File: config.mk
export PLATFORM = sky130hd
export DESIGN_NAME = servo_enable_mode_supervisor
export DESIGN_NICKNAME = d
export VERILOG_FILES = /design/src/verilog/servo_sup_pkg.sv /design/src/verilog/servo_enable_mode_supervisor.sv
export VERILOG_INCLUDE_DIRS = /design/src /design/src/verilog
export SDC_FILE = /design/constraint.sdc
export NUM_CORES = 1
export LEC_CHECK = 0
export BUFFER_PORTS_ARGS = -buffer_cell sky130_fd_sc_hd__buf_2
export CAP_MARGIN = 20
export CORE_MARGIN = 8
export CORE_UTILIZATION = 45
export CTS_CLUSTER_SIZE = 14
export DETAILED_ROUTE_END_ITERATION = 7
export PLACE_DENSITY = 0.65
export SLEW_MARGIN = 10
export SYNTH_ARGS = -nofsm -noshare
export SYNTH_HDL_FRONTEND = slang
export SYNTH_SLANG_ARGS = --single-unit
File: constraint.sdc
create_clock -name pclk -period 8.36 [get_ports pclk]
set_input_delay 1.672 -clock pclk [delete_from_list [all_inputs] [get_ports pclk]]
set_output_delay 1.672 -clock pclk [all_outputs]
set_load 0.01 [all_outputs]
File: src/verilog/servo_sup_defs.svh
`ifndef SERVO_SUP_DEFS_SVH
`define SERVO_SUP_DEFS_SVH
// Register byte offsets
`define OFS_CTRL     12'h000
`define OFS_CFG      12'h004
`define OFS_MODE_REQ 12'h008
`define OFS_STATUS   12'h00c
`define OFS_LIVE_SEL 12'h010
`define OFS_LIVE_RES 12'h014
`define OFS_ARG0     12'h018
`define OFS_ARG6     12'h030
`define OFS_ARR_BAND 12'h034
`define OFS_ARR_DWEL 12'h038
`define OFS_FLT_BAND 12'h03c
`define OFS_WRN_BAND 12'h040
`define OFS_TRK_TOUT 12'h044
`define OFS_DECEL    12'h048
// Control word fields
`define CW_QSTOP 2
`define CW_BIT4  4
`define CW_HALT  8
// Mode codes
`define MODE_PP  8'h01
`define MODE_HM  8'h06
`define MODE_IP  8'h07
`define MODE_CSP 8'h08
`define MODE_CPV 8'hfd
// Live-mode result codes
`define LIVE_OK  8'h00
`define LIVE_BAD 8'h01
// Control cycle timing
`define CTRL_CYCLE_NS 50000
`define CLK_NS        25
`define CTRL_CYCLES   ((`CTRL_CYCLE_NS + `CLK_NS - 1) / `CLK_NS)
`endif

File: src/verilog/servo_sup_pkg.sv
`default_nettype none
package servo_sup_pkg;
  // Drive state machine states, one-hot
  typedef enum logic [7:0] {
    ST_NRTSO = 8'h01,
    ST_SOD   = 8'h02,
    ST_RTSO  = 8'h04,
    ST_SO    = 8'h08,
    ST_OE    = 8'h10,
    ST_QSA   = 8'h20,
    ST_FRA   = 8'h40,
    ST_FLT   = 8'h80
  } drive_state_e;
  // Stop supervisor states, one-hot
  typedef enum logic [3:0] {
    SP_RUN   = 4'h1,
    SP_HALT  = 4'h2,
    SP_QSTOP = 4'h4,
    SP_BRAKE = 4'h8
  } stop_e;
endpackage
`default_nettype wire

File: src/verilog/servo_enable_mode_supervisor.sv
// Overview of operation
// - Drive enabled in Operation enable, or Switched On with option 1.
// - Never enabled unless enable input level is 1.
// - Switched On with option 0, or Switch On Disabled, disables drive.
// - Option 1 and Switched On stops motion only, drive stays enabled.
// - Disable while moving in Operation enable zeroes speed, brakes hard.
// - Stop commands accepted only in Operation enable, reported in status.
// - Halt ramps at profile decel from commanded values, keeps tracking errors.
// - Quick stop ramps per config from measured velocity, clears speed error.
// - Mode request takes effect on write; indicator shows mode in force.
// - In Operation enable, mode request accepted only with bit 4 at 0.
// - Mode request rejected in Not Ready, Quick Stop Active, Fault Reaction.
// - Live change among four modes, motor runs, stays in Operation enable.
// - Live change accepted only from auxiliary Modbus port writes.
// - Live select, live result and seven mode-dependent argument slots.
// - Argument slot writes obey restrictions of aliased parameters.
// - Live entry to profile position runs absolute single set-point moves.
// - Target reached after gap below band for dwell; clears above band.
// - Following fault or warning after error over band for timeout.
// - Following status bit set after timeout outside homing, cleared below fault band.
`timescale 1ns/100ps
`default_nettype none
`include "servo_sup_defs.svh"
module servo_enable_mode_supervisor (
  input  wire logic                       pclk,          // Clock 40 MHz
  input  wire logic                       presetn,       // Async reset, low
  input  wire logic                       psel,          // APB select
  input  wire logic                       penable,       // APB enable
  input  wire logic                       pwrite,        // APB direction
  input  wire logic [11:0]                paddr,         // APB byte address
  input  wire logic [31:0]                pwdata,        // APB write data
  output logic                            pready,        // APB ready
  output logic [31:0]                     prdata,        // APB read data
  output logic                            pslverr,       // APB error
  input  wire logic                       aux_src,       // Access from Modbus
  input  wire servo_sup_pkg::drive_state_e sm_state,     // Drive state
  input  wire logic                       enable_input_level, // Enable input
  input  wire logic                       motor_moving,  // Motor in motion
  input  wire logic signed [31:0]         measured_position, // Actual position
  input  wire logic signed [31:0]         commanded_position, // Demand position
  input  wire logic signed [31:0]         measured_velocity, // Actual speed
  input  wire logic signed [31:0]         commanded_speed_in, // Demand speed
  input  wire logic signed [31:0]         position_tracking_error, // Pos error
  output logic                            drive_enabled, // Drive enabled
  output logic                            motion_enabled, // Motion allowed
  output logic                            speed_zero,    // Force speed 0
  output logic                            brake_max,     // Max deceleration
  output logic                            ramp_active,   // Stop ramp running
  output logic [31:0]                     ramp_decel,    // Ramp deceleration
  output logic [2:0]                      ramp_cfg,      // Quick stop config
  output logic signed [31:0]              ramp_start_speed, // Ramp start speed
  output logic                            ramp_from_cmd_pos, // Halt from demand
  output logic                            speed_err_clr, // Clear speed error
  output logic [7:0]                      active_mode_indicator, // Mode in force
  output logic                            live_apply,    // Live change pulse
  output logic                            pp_abs_single, // Absolute single
  output logic                            target_reached, // Arrival status
  output logic                            fe_status,     // Following status
  output logic                            fe_fault,      // Following fault
  output logic                            fe_warn        // Following warning
);

  // ****************************************
  // Register storage
  // ****************************************
  logic [15:0]        ctrl_r;
  logic               sw_on_opt_r;
  logic [2:0]         qcfg_r;
  logic [7:0]         live_res_r;
  logic [7:0]         live_sel_r;
  logic [31:0]        args_r [0:6];
  logic [31:0]        arr_band_r;
  logic [15:0]        arr_dwell_r;
  logic [31:0]        flt_band_r;
  logic [31:0]        wrn_band_r;
  logic [15:0]        tout_r;
  logic [31:0]        decel_r;
  servo_sup_pkg::stop_e stop_r;
  logic               oe_d_r;
  logic [10:0]        div_r;
  logic               tick_r;
  logic [15:0]        arr_cnt_r;
  logic [15:0]        flt_cnt_r;
  logic [15:0]        wrn_cnt_r;
  logic [31:0]        rdata;
  logic               mapped;
  logic               wr_en;
  logic               in_oe;
  logic               pos_mode;
  logic               live_ok;
  logic [31:0]        pos_gap;
  logic [31:0]        err_abs;

  assign in_oe = (sm_state == servo_sup_pkg::ST_OE);
  assign wr_en = psel & penable & pready & pwrite & ~pslverr;

  // ****************************************
  // APB slave
  // ****************************************
  // Address decode and read mux
  always_comb begin
    rdata  = 32'h0000_0000;
    mapped = 1'b1;
    case (paddr)
      `OFS_CTRL:     rdata = {16'h0000, ctrl_r};
      `OFS_CFG:      rdata = {28'h0000000, qcfg_r, sw_on_opt_r};
      `OFS_MODE_REQ: rdata = {24'h000000, active_mode_indicator};
      `OFS_STATUS:   rdata = {16'h0000, active_mode_indicator, fe_warn, fe_fault,
                              fe_status, target_reached, stop_r[2], stop_r[1],
                              motion_enabled, drive_enabled};
      `OFS_LIVE_SEL: rdata = {24'h000000, live_sel_r};
      `OFS_LIVE_RES: rdata = {24'h000000, live_res_r};
      `OFS_ARR_BAND: rdata = arr_band_r;
      `OFS_ARR_DWEL: rdata = {16'h0000, arr_dwell_r};
      `OFS_FLT_BAND: rdata = flt_band_r;
      `OFS_WRN_BAND: rdata = wrn_band_r;
      `OFS_TRK_TOUT: rdata = {16'h0000, tout_r};
      `OFS_DECEL:    rdata = decel_r;
      default: begin
        if (paddr >= `OFS_ARG0 && paddr <= `OFS_ARG6 && paddr[1:0] == 2'b00) begin
          rdata = args_r[3'((paddr - `OFS_ARG0) >> 2)];
        end else begin
          mapped = 1'b0;
        end
      end
    endcase
  end

  // One wait-free access phase, answer registered in setup
  always_ff @(posedge pclk or negedge presetn) begin
    if (!presetn) begin
      pready  <= 1'b0;
      prdata  <= 32'h0000_0000;
      pslverr <= 1'b0;
    end else if (psel & ~penable) begin
      pready  <= 1'b1;
      prdata  <= pwrite ? 32'h0000_0000 : rdata;
      pslverr <= ~mapped;
    end else begin
      pready  <= 1'b0;
      pslverr <= 1'b0;
    end
  end

  // Control word and parameters
  always_ff @(posedge pclk or negedge presetn) begin
    if (!presetn) begin
      ctrl_r      <= 16'h0000;
      sw_on_opt_r <= 1'b0;
      qcfg_r      <= 3'h0;
      arr_band_r  <= 32'h0000_0000;
      arr_dwell_r <= 16'h0000;
      flt_band_r  <= 32'hffff_ffff;
      wrn_band_r  <= 32'hffff_ffff;
      tout_r      <= 16'h0000;
      decel_r     <= 32'h0000_0000;
    end else if (wr_en) begin
      case (paddr)
        `OFS_CTRL:     ctrl_r      <= pwdata[15:0];
        `OFS_CFG: begin
          sw_on_opt_r <= pwdata[0];
          qcfg_r      <= pwdata[3:1];
        end
        `OFS_ARR_BAND: arr_band_r  <= pwdata;
        `OFS_ARR_DWEL: arr_dwell_r <= pwdata[15:0];
        `OFS_FLT_BAND: flt_band_r  <= pwdata;
        `OFS_WRN_BAND: wrn_band_r  <= pwdata;
        `OFS_TRK_TOUT: tout_r      <= pwdata[15:0];
        `OFS_DECEL:    decel_r     <= pwdata;
        default: ;
      endcase
    end
  end

  // ****************************************
  // Enable and disable
  // ****************************************
  // Enabled state from drive state, option and enable input
  always_ff @(posedge pclk or negedge presetn) begin
    if (!presetn) begin
      drive_enabled  <= 1'b0;
      motion_enabled <= 1'b0;
    end else begin
      drive_enabled  <= enable_input_level &
                        (in_oe | (sm_state == servo_sup_pkg::ST_SO && sw_on_opt_r));
      motion_enabled <= enable_input_level & in_oe & (stop_r == servo_sup_pkg::SP_RUN);
    end
  end

  a_en_gate: assert property (@(posedge pclk) disable iff (!presetn)
    !$past(enable_input_level) |-> !drive_enabled)
    else $error("drive enabled without enable input");
  a_so_opt: assert property (@(posedge pclk) disable iff (!presetn)
    $past(sm_state == servo_sup_pkg::ST_SO) && $past(enable_input_level)
    |-> drive_enabled == $past(sw_on_opt_r) && !motion_enabled)
    else $error("switched on option handled wrongly");

  // ****************************************
  // Stop supervisor
  // ****************************************
  // Halt, quick stop and disable braking
  always_ff @(posedge pclk or negedge presetn) begin
    if (!presetn) begin
      stop_r <= servo_sup_pkg::SP_RUN;
      oe_d_r <= 1'b0;
    end else begin
      oe_d_r <= in_oe;
      unique case (stop_r)
        servo_sup_pkg::SP_RUN: begin
          if (oe_d_r && !in_oe && motor_moving) begin
            stop_r <= servo_sup_pkg::SP_BRAKE;
          end else if (in_oe && ctrl_r[`CW_QSTOP]) begin
            stop_r <= servo_sup_pkg::SP_QSTOP;
          end else if (in_oe && ctrl_r[`CW_HALT]) begin
            stop_r <= servo_sup_pkg::SP_HALT;
          end
        end
        servo_sup_pkg::SP_HALT, servo_sup_pkg::SP_QSTOP: begin
          if (!in_oe && motor_moving) begin
            stop_r <= servo_sup_pkg::SP_BRAKE;
          end else if (!in_oe) begin
            stop_r <= servo_sup_pkg::SP_RUN;
          end else if (stop_r == servo_sup_pkg::SP_HALT && ctrl_r[`CW_QSTOP]) begin
            stop_r <= servo_sup_pkg::SP_QSTOP;
          end else if (!ctrl_r[`CW_HALT] && !ctrl_r[`CW_QSTOP]) begin
            stop_r <= servo_sup_pkg::SP_RUN;
          end
        end
        servo_sup_pkg::SP_BRAKE: begin
          if (!motor_moving) begin
            stop_r <= servo_sup_pkg::SP_RUN;
          end
        end
        default: stop_r <= servo_sup_pkg::SP_RUN;
      endcase
    end
  end

  // Ramp outputs
  always_ff @(posedge pclk or negedge presetn) begin
    if (!presetn) begin
      speed_zero        <= 1'b0;
      brake_max         <= 1'b0;
      ramp_active       <= 1'b0;
      ramp_decel        <= 32'h0000_0000;
      ramp_cfg          <= 3'h0;
      ramp_start_speed  <= 32'sh0000_0000;
      ramp_from_cmd_pos <= 1'b0;
      speed_err_clr     <= 1'b0;
    end else begin
      speed_zero    <= (stop_r == servo_sup_pkg::SP_BRAKE);
      brake_max     <= (stop_r == servo_sup_pkg::SP_BRAKE);
      ramp_active   <= (stop_r == servo_sup_pkg::SP_HALT) |
                       (stop_r == servo_sup_pkg::SP_QSTOP);
      ramp_cfg      <= qcfg_r;
      speed_err_clr <= 1'b0;
      if (stop_r == servo_sup_pkg::SP_RUN && in_oe && ctrl_r[`CW_HALT] &&
          !ctrl_r[`CW_QSTOP]) begin
        ramp_decel        <= decel_r;
        ramp_start_speed  <= commanded_speed_in;
        ramp_from_cmd_pos <= 1'b1;
      end
      if (stop_r != servo_sup_pkg::SP_QSTOP && in_oe && ctrl_r[`CW_QSTOP] &&
          (stop_r == servo_sup_pkg::SP_RUN || stop_r == servo_sup_pkg::SP_HALT)) begin
        ramp_start_speed  <= measured_velocity;
        ramp_from_cmd_pos <= 1'b0;
        speed_err_clr     <= 1'b1;
      end
    end
  end

  a_brake_hold: assert property (@(posedge pclk) disable iff (!presetn)
    $past(in_oe) && !in_oe && motor_moving && stop_r == servo_sup_pkg::SP_RUN
    |=> ##1 speed_zero && brake_max)
    else $error("no hard brake on disable");
  a_stop_oe: assert property (@(posedge pclk) disable iff (!presetn)
    !in_oe && $stable(sm_state) && !motor_moving |=> ##1 !ramp_active)
    else $error("stop ramp outside operation enable");
  a_qs_clr: assert property (@(posedge pclk) disable iff (!presetn)
    $rose(stop_r == servo_sup_pkg::SP_QSTOP) |-> speed_err_clr && !ramp_from_cmd_pos)
    else $error("quick stop did not clear speed error");

  // ****************************************
  // Mode change
  // ****************************************
  // Live change allowed codes and source
  assign live_ok = aux_src & in_oe &
                   (pwdata[7:0] == `MODE_PP || pwdata[7:0] == `MODE_HM ||
                    pwdata[7:0] == `MODE_IP || pwdata[7:0] == `MODE_CPV);

  // Mode request, live select and result
  always_ff @(posedge pclk or negedge presetn) begin
    if (!presetn) begin
      active_mode_indicator <= 8'h00;
      live_sel_r            <= 8'h00;
      live_res_r            <= `LIVE_OK;
      live_apply            <= 1'b0;
      pp_abs_single         <= 1'b0;
    end else begin
      live_apply <= 1'b0;
      if (wr_en && paddr == `OFS_MODE_REQ &&
          !(in_oe && ctrl_r[`CW_BIT4]) &&
          sm_state != servo_sup_pkg::ST_NRTSO &&
          sm_state != servo_sup_pkg::ST_QSA &&
          sm_state != servo_sup_pkg::ST_FRA) begin
        active_mode_indicator <= pwdata[7:0];
        pp_abs_single         <= 1'b0;
      end
      if (wr_en && paddr == `OFS_LIVE_SEL) begin
        live_sel_r <= pwdata[7:0];
        if (live_ok) begin
          active_mode_indicator <= pwdata[7:0];
          live_res_r            <= `LIVE_OK;
          live_apply            <= 1'b1;
          pp_abs_single         <= (pwdata[7:0] == `MODE_PP);
        end else begin
          live_res_r <= `LIVE_BAD;
        end
      end
    end
  end

  // Argument slots, same restrictions as aliased parameters
  always_ff @(posedge pclk or negedge presetn) begin
    if (!presetn) begin
      for (int i = 0; i < 7; i++) begin
        args_r[i] <= 32'h0000_0000;
      end
    end else if (wr_en && aux_src && paddr >= `OFS_ARG0 && paddr <= `OFS_ARG6 &&
                 sm_state != servo_sup_pkg::ST_FRA) begin
      args_r[3'((paddr - `OFS_ARG0) >> 2)] <= pwdata;
    end
  end

  a_bit4_gate: assert property (@(posedge pclk) disable iff (!presetn)
    wr_en && paddr == `OFS_MODE_REQ && in_oe && ctrl_r[`CW_BIT4]
    |=> $stable(active_mode_indicator))
    else $error("mode changed with bit 4 set");
  a_mode_rej: assert property (@(posedge pclk) disable iff (!presetn)
    wr_en && paddr == `OFS_MODE_REQ && sm_state == servo_sup_pkg::ST_QSA
    |=> $stable(active_mode_indicator))
    else $error("mode changed in forbidden state");
  a_live_src: assert property (@(posedge pclk) disable iff (!presetn)
    wr_en && paddr == `OFS_LIVE_SEL && !aux_src
    |=> live_res_r == `LIVE_BAD && !live_apply)
    else $error("live change accepted off Modbus");

  // ****************************************
  // Position monitoring
  // ****************************************
  // Control cycle tick
  always_ff @(posedge pclk or negedge presetn) begin
    if (!presetn) begin
      div_r  <= 11'h000;
      tick_r <= 1'b0;
    end else begin
      tick_r <= (div_r == 11'(`CTRL_CYCLES - 1));
      div_r  <= (div_r == 11'(`CTRL_CYCLES - 1)) ? 11'h000 : div_r + 11'h001;
    end
  end

  assign pos_mode = (active_mode_indicator == `MODE_PP) ||
                    (active_mode_indicator == `MODE_HM) ||
                    (active_mode_indicator == `MODE_IP) ||
                    (active_mode_indicator == `MODE_CSP);
  assign pos_gap  = (measured_position >= commanded_position) ?
                    32'(measured_position - commanded_position) :
                    32'(commanded_position - measured_position);
  assign err_abs  = position_tracking_error[31] ?
                    32'(-position_tracking_error) : 32'(position_tracking_error);

  // Dwell counters, saturating, restart on false condition
  always_ff @(posedge pclk or negedge presetn) begin
    if (!presetn) begin
      arr_cnt_r <= 16'h0000;
      flt_cnt_r <= 16'h0000;
      wrn_cnt_r <= 16'h0000;
    end else if (tick_r) begin
      arr_cnt_r <= (pos_mode && pos_gap < arr_band_r) ?
                   ((&arr_cnt_r) ? arr_cnt_r : arr_cnt_r + 16'h0001) : 16'h0000;
      flt_cnt_r <= (pos_mode && err_abs > flt_band_r) ?
                   ((&flt_cnt_r) ? flt_cnt_r : flt_cnt_r + 16'h0001) : 16'h0000;
      wrn_cnt_r <= (pos_mode && err_abs > wrn_band_r) ?
                   ((&wrn_cnt_r) ? wrn_cnt_r : wrn_cnt_r + 16'h0001) : 16'h0000;
    end
  end

  // Target reached and following error flags
  always_ff @(posedge pclk or negedge presetn) begin
    if (!presetn) begin
      target_reached <= 1'b0;
      fe_status      <= 1'b0;
      fe_fault       <= 1'b0;
      fe_warn        <= 1'b0;
    end else if (!pos_mode) begin
      target_reached <= 1'b0;
      fe_status      <= 1'b0;
      fe_fault       <= 1'b0;
      fe_warn        <= 1'b0;
    end else begin
      // arrival band and dwell, leaving the band wins over a stale count
      if (pos_gap > arr_band_r) begin
        target_reached <= 1'b0;
      end else if (arr_cnt_r >= arr_dwell_r && arr_cnt_r != 16'h0000) begin
        target_reached <= 1'b1;
      end
      fe_fault <= (flt_cnt_r >= tout_r && flt_cnt_r != 16'h0000);
      fe_warn  <= (wrn_cnt_r >= tout_r && wrn_cnt_r != 16'h0000);
      // status bit in position modes except homing, clear below band wins over a stale count
      if (err_abs < flt_band_r) begin
        fe_status <= 1'b0;
      end else if (flt_cnt_r >= tout_r && flt_cnt_r != 16'h0000 &&
                   active_mode_indicator != `MODE_HM) begin
        fe_status <= 1'b1;
      end
    end
  end

  a_tgt_clr: assert property (@(posedge pclk) disable iff (!presetn)
    pos_mode && pos_gap > arr_band_r |=> !target_reached)
    else $error("target reached kept outside band");
  a_fe_clear: assert property (@(posedge pclk) disable iff (!presetn)
    pos_mode && err_abs < flt_band_r |=> !fe_status)
    else $error("following status not cleared");
  a_cnt_rst: assert property (@(posedge pclk) disable iff (!presetn)
    tick_r && !(pos_mode && err_abs > flt_band_r) |=> flt_cnt_r == 16'h0000)
    else $error("timeout counter not restarted");

endmodule
`default_nettype wire

Yosys cells after proc, flatten, opt, wreduce, memory -nomap -nowiden
Index checks and enable logic that the tools add are counted.
{"block": "op_classes", "add_sub_neg": 8, "magnitude_cmp": 13, "n_eq_ne": 39, "mux": 53, "bitwise_logic": 16, "n_reduce_logical": 69}
{"cell": "one-hot mux 32 bit (12 select lines)", "count": 1}
{"cell": "two-way mux 32 bit", "count": 9}
{"cell": "bitwise mux 224 bit", "count": 1}
{"cell": "binary-select mux 32 bit (select 3 bit)", "count": 1}
{"cell": "demux 32 bit (select 3 bit)", "count": 1}
{"cell": "> comparator 32 bit", "count": 3}
{"cell": "two-way mux 16 bit", "count": 6}
{"cell": "< comparator 32 bit", "count": 2}
{"cell": "subtractor 32 bit", "count": 2}
{"cell": "adder 16 x 1 -> 16 bit, second input constant", "count": 3}
{"cell": "greater-or-equal comparator 16 bit", "count": 3}
{"cell": "AND reduction 16 bit", "count": 3}
{"cell": "nonzero test 16 bit", "count": 3}
{"cell": "== test 12 x 6 -> 1 bit, second input constant", "count": 3}
{"cell": "== test 12 x 7 -> 1 bit, second input constant", "count": 3}
{"cell": "logical AND 1 bit", "count": 35}
{"cell": "== test 8 x 3 -> 1 bit, second input constant", "count": 4}
{"cell": "greater-or-equal comparator 32 bit", "count": 1}
{"cell": "two-way mux 4 bit", "count": 8}
{"cell": "negator 32 bit", "count": 1}
{"cell": "== test 12 x 4 -> 1 bit, second input constant", "count": 2}
{"cell": "== test 12 x 5 -> 1 bit, second input constant", "count": 2}
{"cell": "two-way mux 8 bit", "count": 3}
{"cell": "AND reduction 2 bit", "count": 11}
{"cell": "other kinds (40)", "count": 87}
{"block": "word_totals", "register_bits": 606, "in_bits": 220, "output_inout_bits": 122, "word_cells": 242}

Depth between registers and ports, before layout
Gate-level depths: netlist of run 1.
{"block": "depth", "word_depth": 12, "ltp_mapped": 25, "mapped_depth_nobuf": 22}

Worst setup path before layout of run 1
OpenSTA, ideal clock, no wires.
{"block": "synth_path", "path_type": "in2reg", "start": "input port measured_position[0]", "end": "register arr_cnt_r[12]", "setup_ns": 0.083, "arrival_time_ns": 6.289, "t_required_ns": 8.277, "path_slack_ns": 1.988, "cell_stages": 23, "path_buffers": 3, "path_cell_list": "inv_1 > ha_1 > inv_1 > fa_1 > a21oi_1 > o22ai_1 > o21ai_0 > o211ai_1 > o211ai_1 > buf_2 > buf_1 > mux2_2 > ha_1 > nor2b_1 > o21a_1 > o21ai_0 > a21oi_1 > o31ai_1 > a21oi_1 > o31ai_1 > clkbuf_1 > nand3_1 > o22ai_1"}
{"block": "synth_between", "elab_chain_len": 6, "elab_cells_between_ends": 9, "classes_between": "add/sub: 2; order compare: 2; eq/ne: 1; mux: 2; reduce/logical: 2"}
{"item": "start: declaration", "line_no": "servo_enable_mode_supervisor.sv:39", "text": "input wire logic signed [31:0] measured_position,"}
{"item": "subtractor 32 bit (tied with other cells)", "line_no": "servo_enable_mode_supervisor.sv:368", "text": "32'(commanded_position - measured_position);"}
{"item": "two-way mux 32 bit (*)", "line_no": "servo_enable_mode_supervisor.sv:366", "text": "assign pos_gap = (measured_position >= commanded_position) ?"}
{"item": "< comparator 32 bit (*)", "line_no": "servo_enable_mode_supervisor.sv:379", "text": "arr_cnt_r <= (pos_mode && pos_gap < arr_band_r) ?"}
{"item": "logical AND 1 bit (*)", "line_no": "servo_enable_mode_supervisor.sv:379"}
{"item": "inequality test 2 bit (no source line)"}
{"item": "AND reduction 2 bit (no source line)"}
{"item": "end signal: assignment", "line_no": "servo_enable_mode_supervisor.sv:379"}
{"item": "end: declaration", "line_no": "servo_enable_mode_supervisor.sv:82", "text": "logic [15:0] arr_cnt_r;"}
Every way passes the cells marked *; elsewhere a longest branch is shown, timed or not.
A chain may end at the register's enable or synchronous reset.

Worst setup path after layout of run 1
{"block": "layout_path", "start": "input port position_tracking_error[3]", "end": "register flt_cnt_r[9]"}
{"block": "layout_between", "elab_chain_len": 6, "elab_cells_between_ends": 7, "classes_between": "add/sub: 1; order compare: 1; eq/ne: 1; mux: 2; reduce/logical: 2"}
{"item": "start: declaration", "line_no": "servo_enable_mode_supervisor.sv:43", "text": "input wire logic signed [31:0] position_tracking_error,"}
{"item": "negator 32 bit", "line_no": "servo_enable_mode_supervisor.sv:370", "text": "32'(-position_tracking_error) : 32'(position_tracking_error);"}
{"item": "two-way mux 32 bit (*)", "line_no": "servo_enable_mode_supervisor.sv:369", "text": "assign err_abs = position_tracking_error[31] ?"}
{"item": "> comparator 32 bit (*)", "line_no": "servo_enable_mode_supervisor.sv:381", "text": "flt_cnt_r <= (pos_mode && err_abs > flt_band_r) ?"}
{"item": "logical AND 1 bit (*)", "line_no": "servo_enable_mode_supervisor.sv:381"}
{"item": "inequality test 2 bit (no source line)"}
{"item": "AND reduction 2 bit (no source line)"}
{"item": "end signal: assignment", "line_no": "servo_enable_mode_supervisor.sv:381"}
{"item": "end: declaration", "line_no": "servo_enable_mode_supervisor.sv:83", "text": "logic [15:0] flt_cnt_r;"}
Marks and branches as above.

==> summary.txt, run 1 <==
Crit path kind: input port to register
Synth Net Count: 3662
Cell Pwr Density: 184.2 mW/mm^2
Num CTS Buffers: 66
Final worst path period need: 6.660 ns
Critical path capture point type: register
Final wirelength: 108200 microns
Area of the mapped netlist: 0.03470 sq mm
Worst-Skew Late Latency: 0.60 ns
Row cnt: 102
Drt via density: 5.909
Reg2Reg Depth: 9
Die height: 293.7 microns
Unrepaired setup endpoints after global routing: false
Synth top area share: 38.51%
Overflow after GRT: 0
Nets@finish: 3916
RePlAce Congestion: 0.9254
Register area share after synthesis: 43.43%
Die Span X: 293.7 microns
Largest net degree at the start of global routing: 170
Synth async-reset ratio: 100.0%
Mapped Cells: 3221
Hold Path End: ramp_start_speed[9]
IO Pins: 342
Initial drt markers: 2479
TritonCTS clock tree: yes
Setup TNS: 0 ns
Post-route ant nets: 0
Reg2reg setup slack: 4.66 ns
Max-slew headroom: 28.03%
Area contributors post-synth: dfrtp_1, mux2_2, ha_1
Port Buffers: 341
Vias in the first global route: 26770
Share of cells above drive strength 1: 30.31%
Final setup margin: 1.700 ns
Synth-to-layout area growth: 14.15%
Drt pass-1 iters: 7
Wire length per cell: 23.67 microns
Max Slew Vio Count: 0
Commonest cells after routing, fill and taps aside: dfrtp_1, mux2_2, buf_2, inv_1, ha_1
Slowest CP cell: a211oi_2
Max frequency: 0.1502 GHz
Hold Path Stages: 1
Commonest register cell after synthesis: dfrtp_1
Synth Register Bits: 599
Post-synth top area cell: dfrtp_1
Yosys warning count: 0
Initial antenna violation count: 11
Die ar.: 0.08625 sq mm
WP buf/inv: 2
Maximum VDD drop: 0.0001562 V
Worst-Margin Slew: 1.076 ns
Final count of hold timing violations: 0
CTS Sinks: 599
Via count: 27010
Core Util, Final: 51.47%
Crit. path cell count: 17
Clock tree buffer depth: 3
Commonest non-fill, non-tap cell in the layout: dfrtp_1
Final setup violation count: 0
Startpoint types: input port
Worst path cell trace: buf_2, or3_4, nor3_4, nand3_2, or4_4, or3_4, or3_4, o31ai_4, xnor2_1, ha_1, nand4_1, nor4_1, o21ai_0, a211oi_2, buf_4, nor2_1, o21ai_0
Hold Crit Class: register to register
Syn Area/Cell: 10.77 sq um
GRT Total Usage: 24.55%
Number of synthesized flops with an enable pin: 0
HP Start: ramp_start_speed[9]
Outcome: completed
CP delay by family, top: simple AND/OR/NAND/NOR gates
Remaining DRCs: 0
Core ar.: 0.07696 sq mm
Layout Skew: 0.02586 ns
Place WS: 1.188 ns
Area of the multi-input gates: 0.01802 sq mm
Non-Filler Instances: 4571
First-pass GRT wire length: 165100 microns
Initial Utilization: 45.09%
H-Tree Depth: 3
Final worst-path cycle share: 79.66%
DP Wirelength: 78600 microns
Post-CTS resize count: 0
Leakage power: 19.19 nW
WP data arrival: 7.17 ns
Root Buffer: clkbuf_16
Critical Path RT: 8.87 ns
# fillers: 6938
Max Cap Viol: 0
Reg area: 0.01507 sq mm
Postcts setup bufs: 0
Overall Power: 7.295 mW
Clock Pin Slew Worst Setup and Hold Paths: 0.06 ns
Crit path max fanout: 11
Placed Cells: 4445
Synth unique cells: 80
Max incr delay on CP: 0.92 ns
CTS hold repair buffers: 0
Reg2reg start: flt_band_r[29]
FF-to-FF End: flt_cnt_r[9]
Worst path most repeated cell: or3_4
[where the power goes]
group,leakage [nW],internal [mW],switching (mW)
Sequential,8.02,2.99,0.0478
Clock,1.09,1.79,1.18
Combinational,10.1,0.519,0.762
Total,19.2,5.30,1.99
[through the flow]
step | cell area, sq um | hold slack (ns)
6_report | 39610 | 0.4679
5_1_grt | 39600 | 0.4848
4_1_cts | 39560 | 0.4721
3_5_place_dp | 37340 | 0.4599
3_3_place_gp | 37330 | 0.4525
2_1_floorplan | 34700 | 0.3685
[worst reg2reg max path, cell delays in order, from the launching register on]
cell and delay [ns]:
dfstp_2 0.54, inv_1 0.09, ha_1 0.32, nand4_1 0.14, nor4_1 0.66, o21ai_0 0.30, a211oi_2 0.92, buf_4 0.32
nor2_1 0.12, o21ai_0 0.23
[routing by layer]
| layer | up-vias | wire [microns] | GRT usage, % |
|---|---|---|---|
| met5 | - | 45 | 0 |
| met4 | 6 | 3912 | 8.889 |
| met3 | 199 | 8326 | 5.271 |
| met2 | 1027 | 49640 | 39.08 |
| met1 | 13490 | 46250 | 32.93 |
| li1 | 12290 | - | - |
[layout make-up]
class	instances	area share, %
diodes	7	0.04422
clock buffers	106	5.247
clock inverters	11	0.3538
inverters	238	2.255
multi-input cells	2186	45.48
flip-flops and latches	599	38.05
well taps	1040	3.285
repair buffers	384	5.288
[how the worst max path moves through the flow]
stage | start | to | slack (ns)
global placement | position_tracking_error[3] | flt_cnt_r[6] | 1.17
CTS | position_tracking_error[3] | flt_cnt_r[9] | 1.80
global route | position_tracking_error[3] | flt_cnt_r[9] | 1.27
detailed placement | position_tracking_error[3] | flt_cnt_r[7] | 1.19
floorplan | measured_position[0] | arr_cnt_r[12] | 1.99
finish | position_tracking_error[3] | flt_cnt_r[9] | 1.70
[registers in the layout, indices dropped and copies added (netlist names), 11 cells and up]
signal,cells
args_r,224
arr_band_r,32
arr_cnt_r,16
arr_dwell_r,16
ctrl_r,16
decel_r,32
div_r,11
flt_band_r,32
flt_cnt_r,16
prdata,32
ramp_decel,32
ramp_start_speed,32
tout_r,16
wrn_band_r,32
wrn_cnt_r,16
[logic make-up after synthesis]
family          after synthesis  share of synthesized area (%)
mux                         529                          18.01
xor+xnor                     68                          1.716
fa+ha+maj                   221                          8.012
flops                       599                          43.43
simple gates                638                          9.487
buf+inv                     436                          4.907
compound gates              730                          14.44
[cells in the mapped netlist (all sizes together), types with 54 or more instances]
cell type and n:
clkbuf 135, mux2i 54, dfstp 65, nand3 65
buf 63, ha 219, mux2 443, o21ai 124
inv 237, a22o 66, nor2 123, a21oi 154
o211ai 65, dfrtp 534, nand2 174, a21o 121
nand4 74
No activity file was read; power rests on OpenSTA's default activity.
==> run 2, diff against run 1 <==
Settings changed: PLACE_DENSITY 0.65 to 0.68.
Clock period 8.36 ns to 5.7 ns, I/O delays scaled along.
==> run 2 against run 1 <==
Clock power grew 43%. First-iteration DRC count shrank 10%. Via count grew 0.81%.
==> summary.txt, run 2 (synthesis results as in run 1) <==
Final setup margin: 0.2551 ns (-1.445 ns)
Final wirelength: 107400 microns (-0.71%)
Final worst-path cycle share: 95.53%
Largest net degree at the start of global routing: 134 (-21%)
P_int: 7.696 mW (+45%)
Root Buffer: clkbuf_16
Final instance area: 0.04007 sq mm (+1.1%)
Startpoint types: input port
Initial Utilization: 45.09% (unchanged)
Row cnt: 102 (unchanged)
Critical Path RT: 6.25 ns (-2.62 ns)
Postcts setup bufs: 0 (unchanged)
Place WS: -0.3099 ns (-1.498 ns)
CTS hold repair buffers: 0 (unchanged)
Max-slew headroom: 39.49% (+11 points)
Hold slack: 0.4301 ns (-0.03783 ns)
Port Buffers: 341 (unchanged)
Commonest cells after routing, fill and taps aside: dfrtp_1, mux2_2, buf_2, inv_1, ha_1
WP data arrival: 5.99 ns (-1.18 ns)
DP Wirelength: 79480 microns (+1.1%)
FF-to-FF End: flt_cnt_r[9]
Initial antenna violation count: 14 (+3)
TritonCTS clock tree: yes
Crit path max fanout: 19 (+8)
Setup TNS: 0 ns (unchanged)
Reg2reg setup slack: 2.53 ns (-2.13 ns)
Final worst path period need: 5.445 ns
Comb pwr share: 18.1% (+0.5 points)
Max frequency: 0.1837 GHz
Clock Pin Slew Worst Setup and Hold Paths: 0.06 ns (about the same)
Wire length per cell: 23.18 microns (-2.1%)
H-Tree Depth: 2 (-1)
Synth-to-layout area growth: 15.46%
Die height: 293.7 microns (unchanged)
Hold Crit Class: register to register
Clock share of power: 40.0% (-0.8 points)
Commonest non-fill, non-tap cell in the layout: dfrtp_1
Drt via density: 5.876 (-0.56%)
Die Span X: 293.7 microns (unchanged)
Non-Filler Instances: 4634 (+1.4%)
Worst-Margin Slew: 0.9048 ns (-0.1710 ns)
Sw frac: 27.60% (+0.28 points)
Placed cell area: 0.03792 sq mm (+1.5%)
Placed Cells: 4515 (+1.6%)
Max Slew Vio Count: 0 (unchanged)
HP Start: qcfg_r[2]
Most flop-heavy register: args_r
Worst-Skew Late Latency: 0.64 ns (+0.04 ns)
Leakage power: 19.50 nW (+1.6%)
GRT Total Usage: 24.28% (-0.26 points)
Nets@finish: 3980 (+1.6%)
Max Cap Viol: 0 (unchanged)
Crit path kind: input port to register
Initial drt markers: 2223 (-10%)
Post-route ant nets: 0 (unchanged)
Share of cells above drive strength 1: 31.70% (+1.4 points)
IO Pins: 342 (unchanged)
Vias in the first global route: 26780 (+0.030%)
Critical path capture point type: register
RePlAce Congestion: 0.9343 (+0.96%)
Crit path from: position_tracking_error[3]
First-pass GRT wire length: 164600 microns (-0.33%)
Reg2reg start: flt_band_r[1]
Core Util, Final: 52.06% (+0.59 points)
Post-CTS resize count: 0 (unchanged)
Via count: 27230 (+0.81%)
Core ar.: 0.07696 sq mm (unchanged)
Num CTS Buffers: 61 (-7.6%)
Overall Power: 10.63 mW (+46%)
Unrepaired setup endpoints after global routing: false
Maximum VDD drop: 0.0002395 V (+53%)
Overflow after GRT: 0 (unchanged)
Final setup violation count: 0 (unchanged)
Worst setup path end: flt_cnt_r[9]
Die ar.: 0.08625 sq mm (unchanged)
Remaining DRCs: 0 (unchanged)
Outcome: completed
Reg2Reg Depth: 13 (+4)
Sequential group share of total power: 41.9% (+0.3 points)
Largest register FFs: 224 (unchanged)
CTS Sinks: 599 (unchanged)
Clock tree buffer depth: 3 (unchanged)
Drt pass-1 iters: 8 (+1)
Final count of hold timing violations: 0 (unchanged)
Layout Skew: 0.03323 ns (+0.007372 ns)
Sw Pwr: 2.934 mW (+47%)
Cell Pwr Density: 265.3 mW/mm^2 (+44%)
==> run 2: cell count changes in the layout (fill, tap and decap cells not counted), moves of 4 or more <==
cell,previous run,this run
buf_4,39,105
clkbuf_8,17,11
clkbuf_1,18,8
clkbuf_16,71,61
buf_12,3,7
clkinv_2,5,12
bufinv_16,3,9
==> run 2: how the worst min path moves through the flow <==
stage | depth (start not counted) | endpoint | slack (ns)
after floorplan | 0 | ramp_cfg[2] | 0.37
after global placement | 0 | ramp_cfg[2] | 0.42
after detailed placement | 0 | ramp_cfg[2] | 0.42
after CTS | 0 | ramp_cfg[2] | 0.43
after global routing | 0 | ramp_cfg[2] | 0.44
final | 0 | ramp_cfg[2] | 0.43
==> run 2: layer usage <==
layer / share of wire [%] / wire, microns / track usage (%) / vias to the layer above
met5: 0.034 / 36 / 0 / -
met4: 2.8 / 3049 / 7.277 / 6
met3: 7.3 / 7806 / 4.065 / 175
met2: 47 / 50410 / 39.56 / 1017
met1: 43 / 46110 / 33.17 / 13610
li1: - / - / - / 12420
==> run 2: worst max-delay path, stage by stage <==
cell and delay (ns):
buf_2 0.10, or3_4 0.40, nor3_4 0.16, nand3_2 0.11
or4_4 0.50, or3_4 0.40, or3_4 0.43, o31ai_4 0.23
xnor2_1 0.14, ha_1 0.32, nand4_1 0.14, nor4_1 0.56
o21ai_0 0.28, a211oi_2 0.26, buf_4 0.18, buf_4 0.24
nor2_1 0.15, o21ai_0 0.23
==> run 2: cell type report <==
cell class,count,area (sq um)
Antenna cell,10,25.02
Clock buffer,80,1708
Multi-Input combinational cell,2186,18010
Inverter,238,893.4
Sequential cell,599,15070
Fill cell,6795,36890
Timing Repair Buffer,453,2655
Tap cell,1040,1301
Clock inverter,28,401.6
==> run 2: power by group through the flow <==
stage	combinational (mW)	sequential, mW	clock, mW
floorplan	1.14	4.57	0
global placement	1.90	4.52	0
detailed placement	1.93	4.53	0
CTS	1.94	4.45	4.32
global route	2.13	4.46	4.49
finish	1.92	4.45	4.26
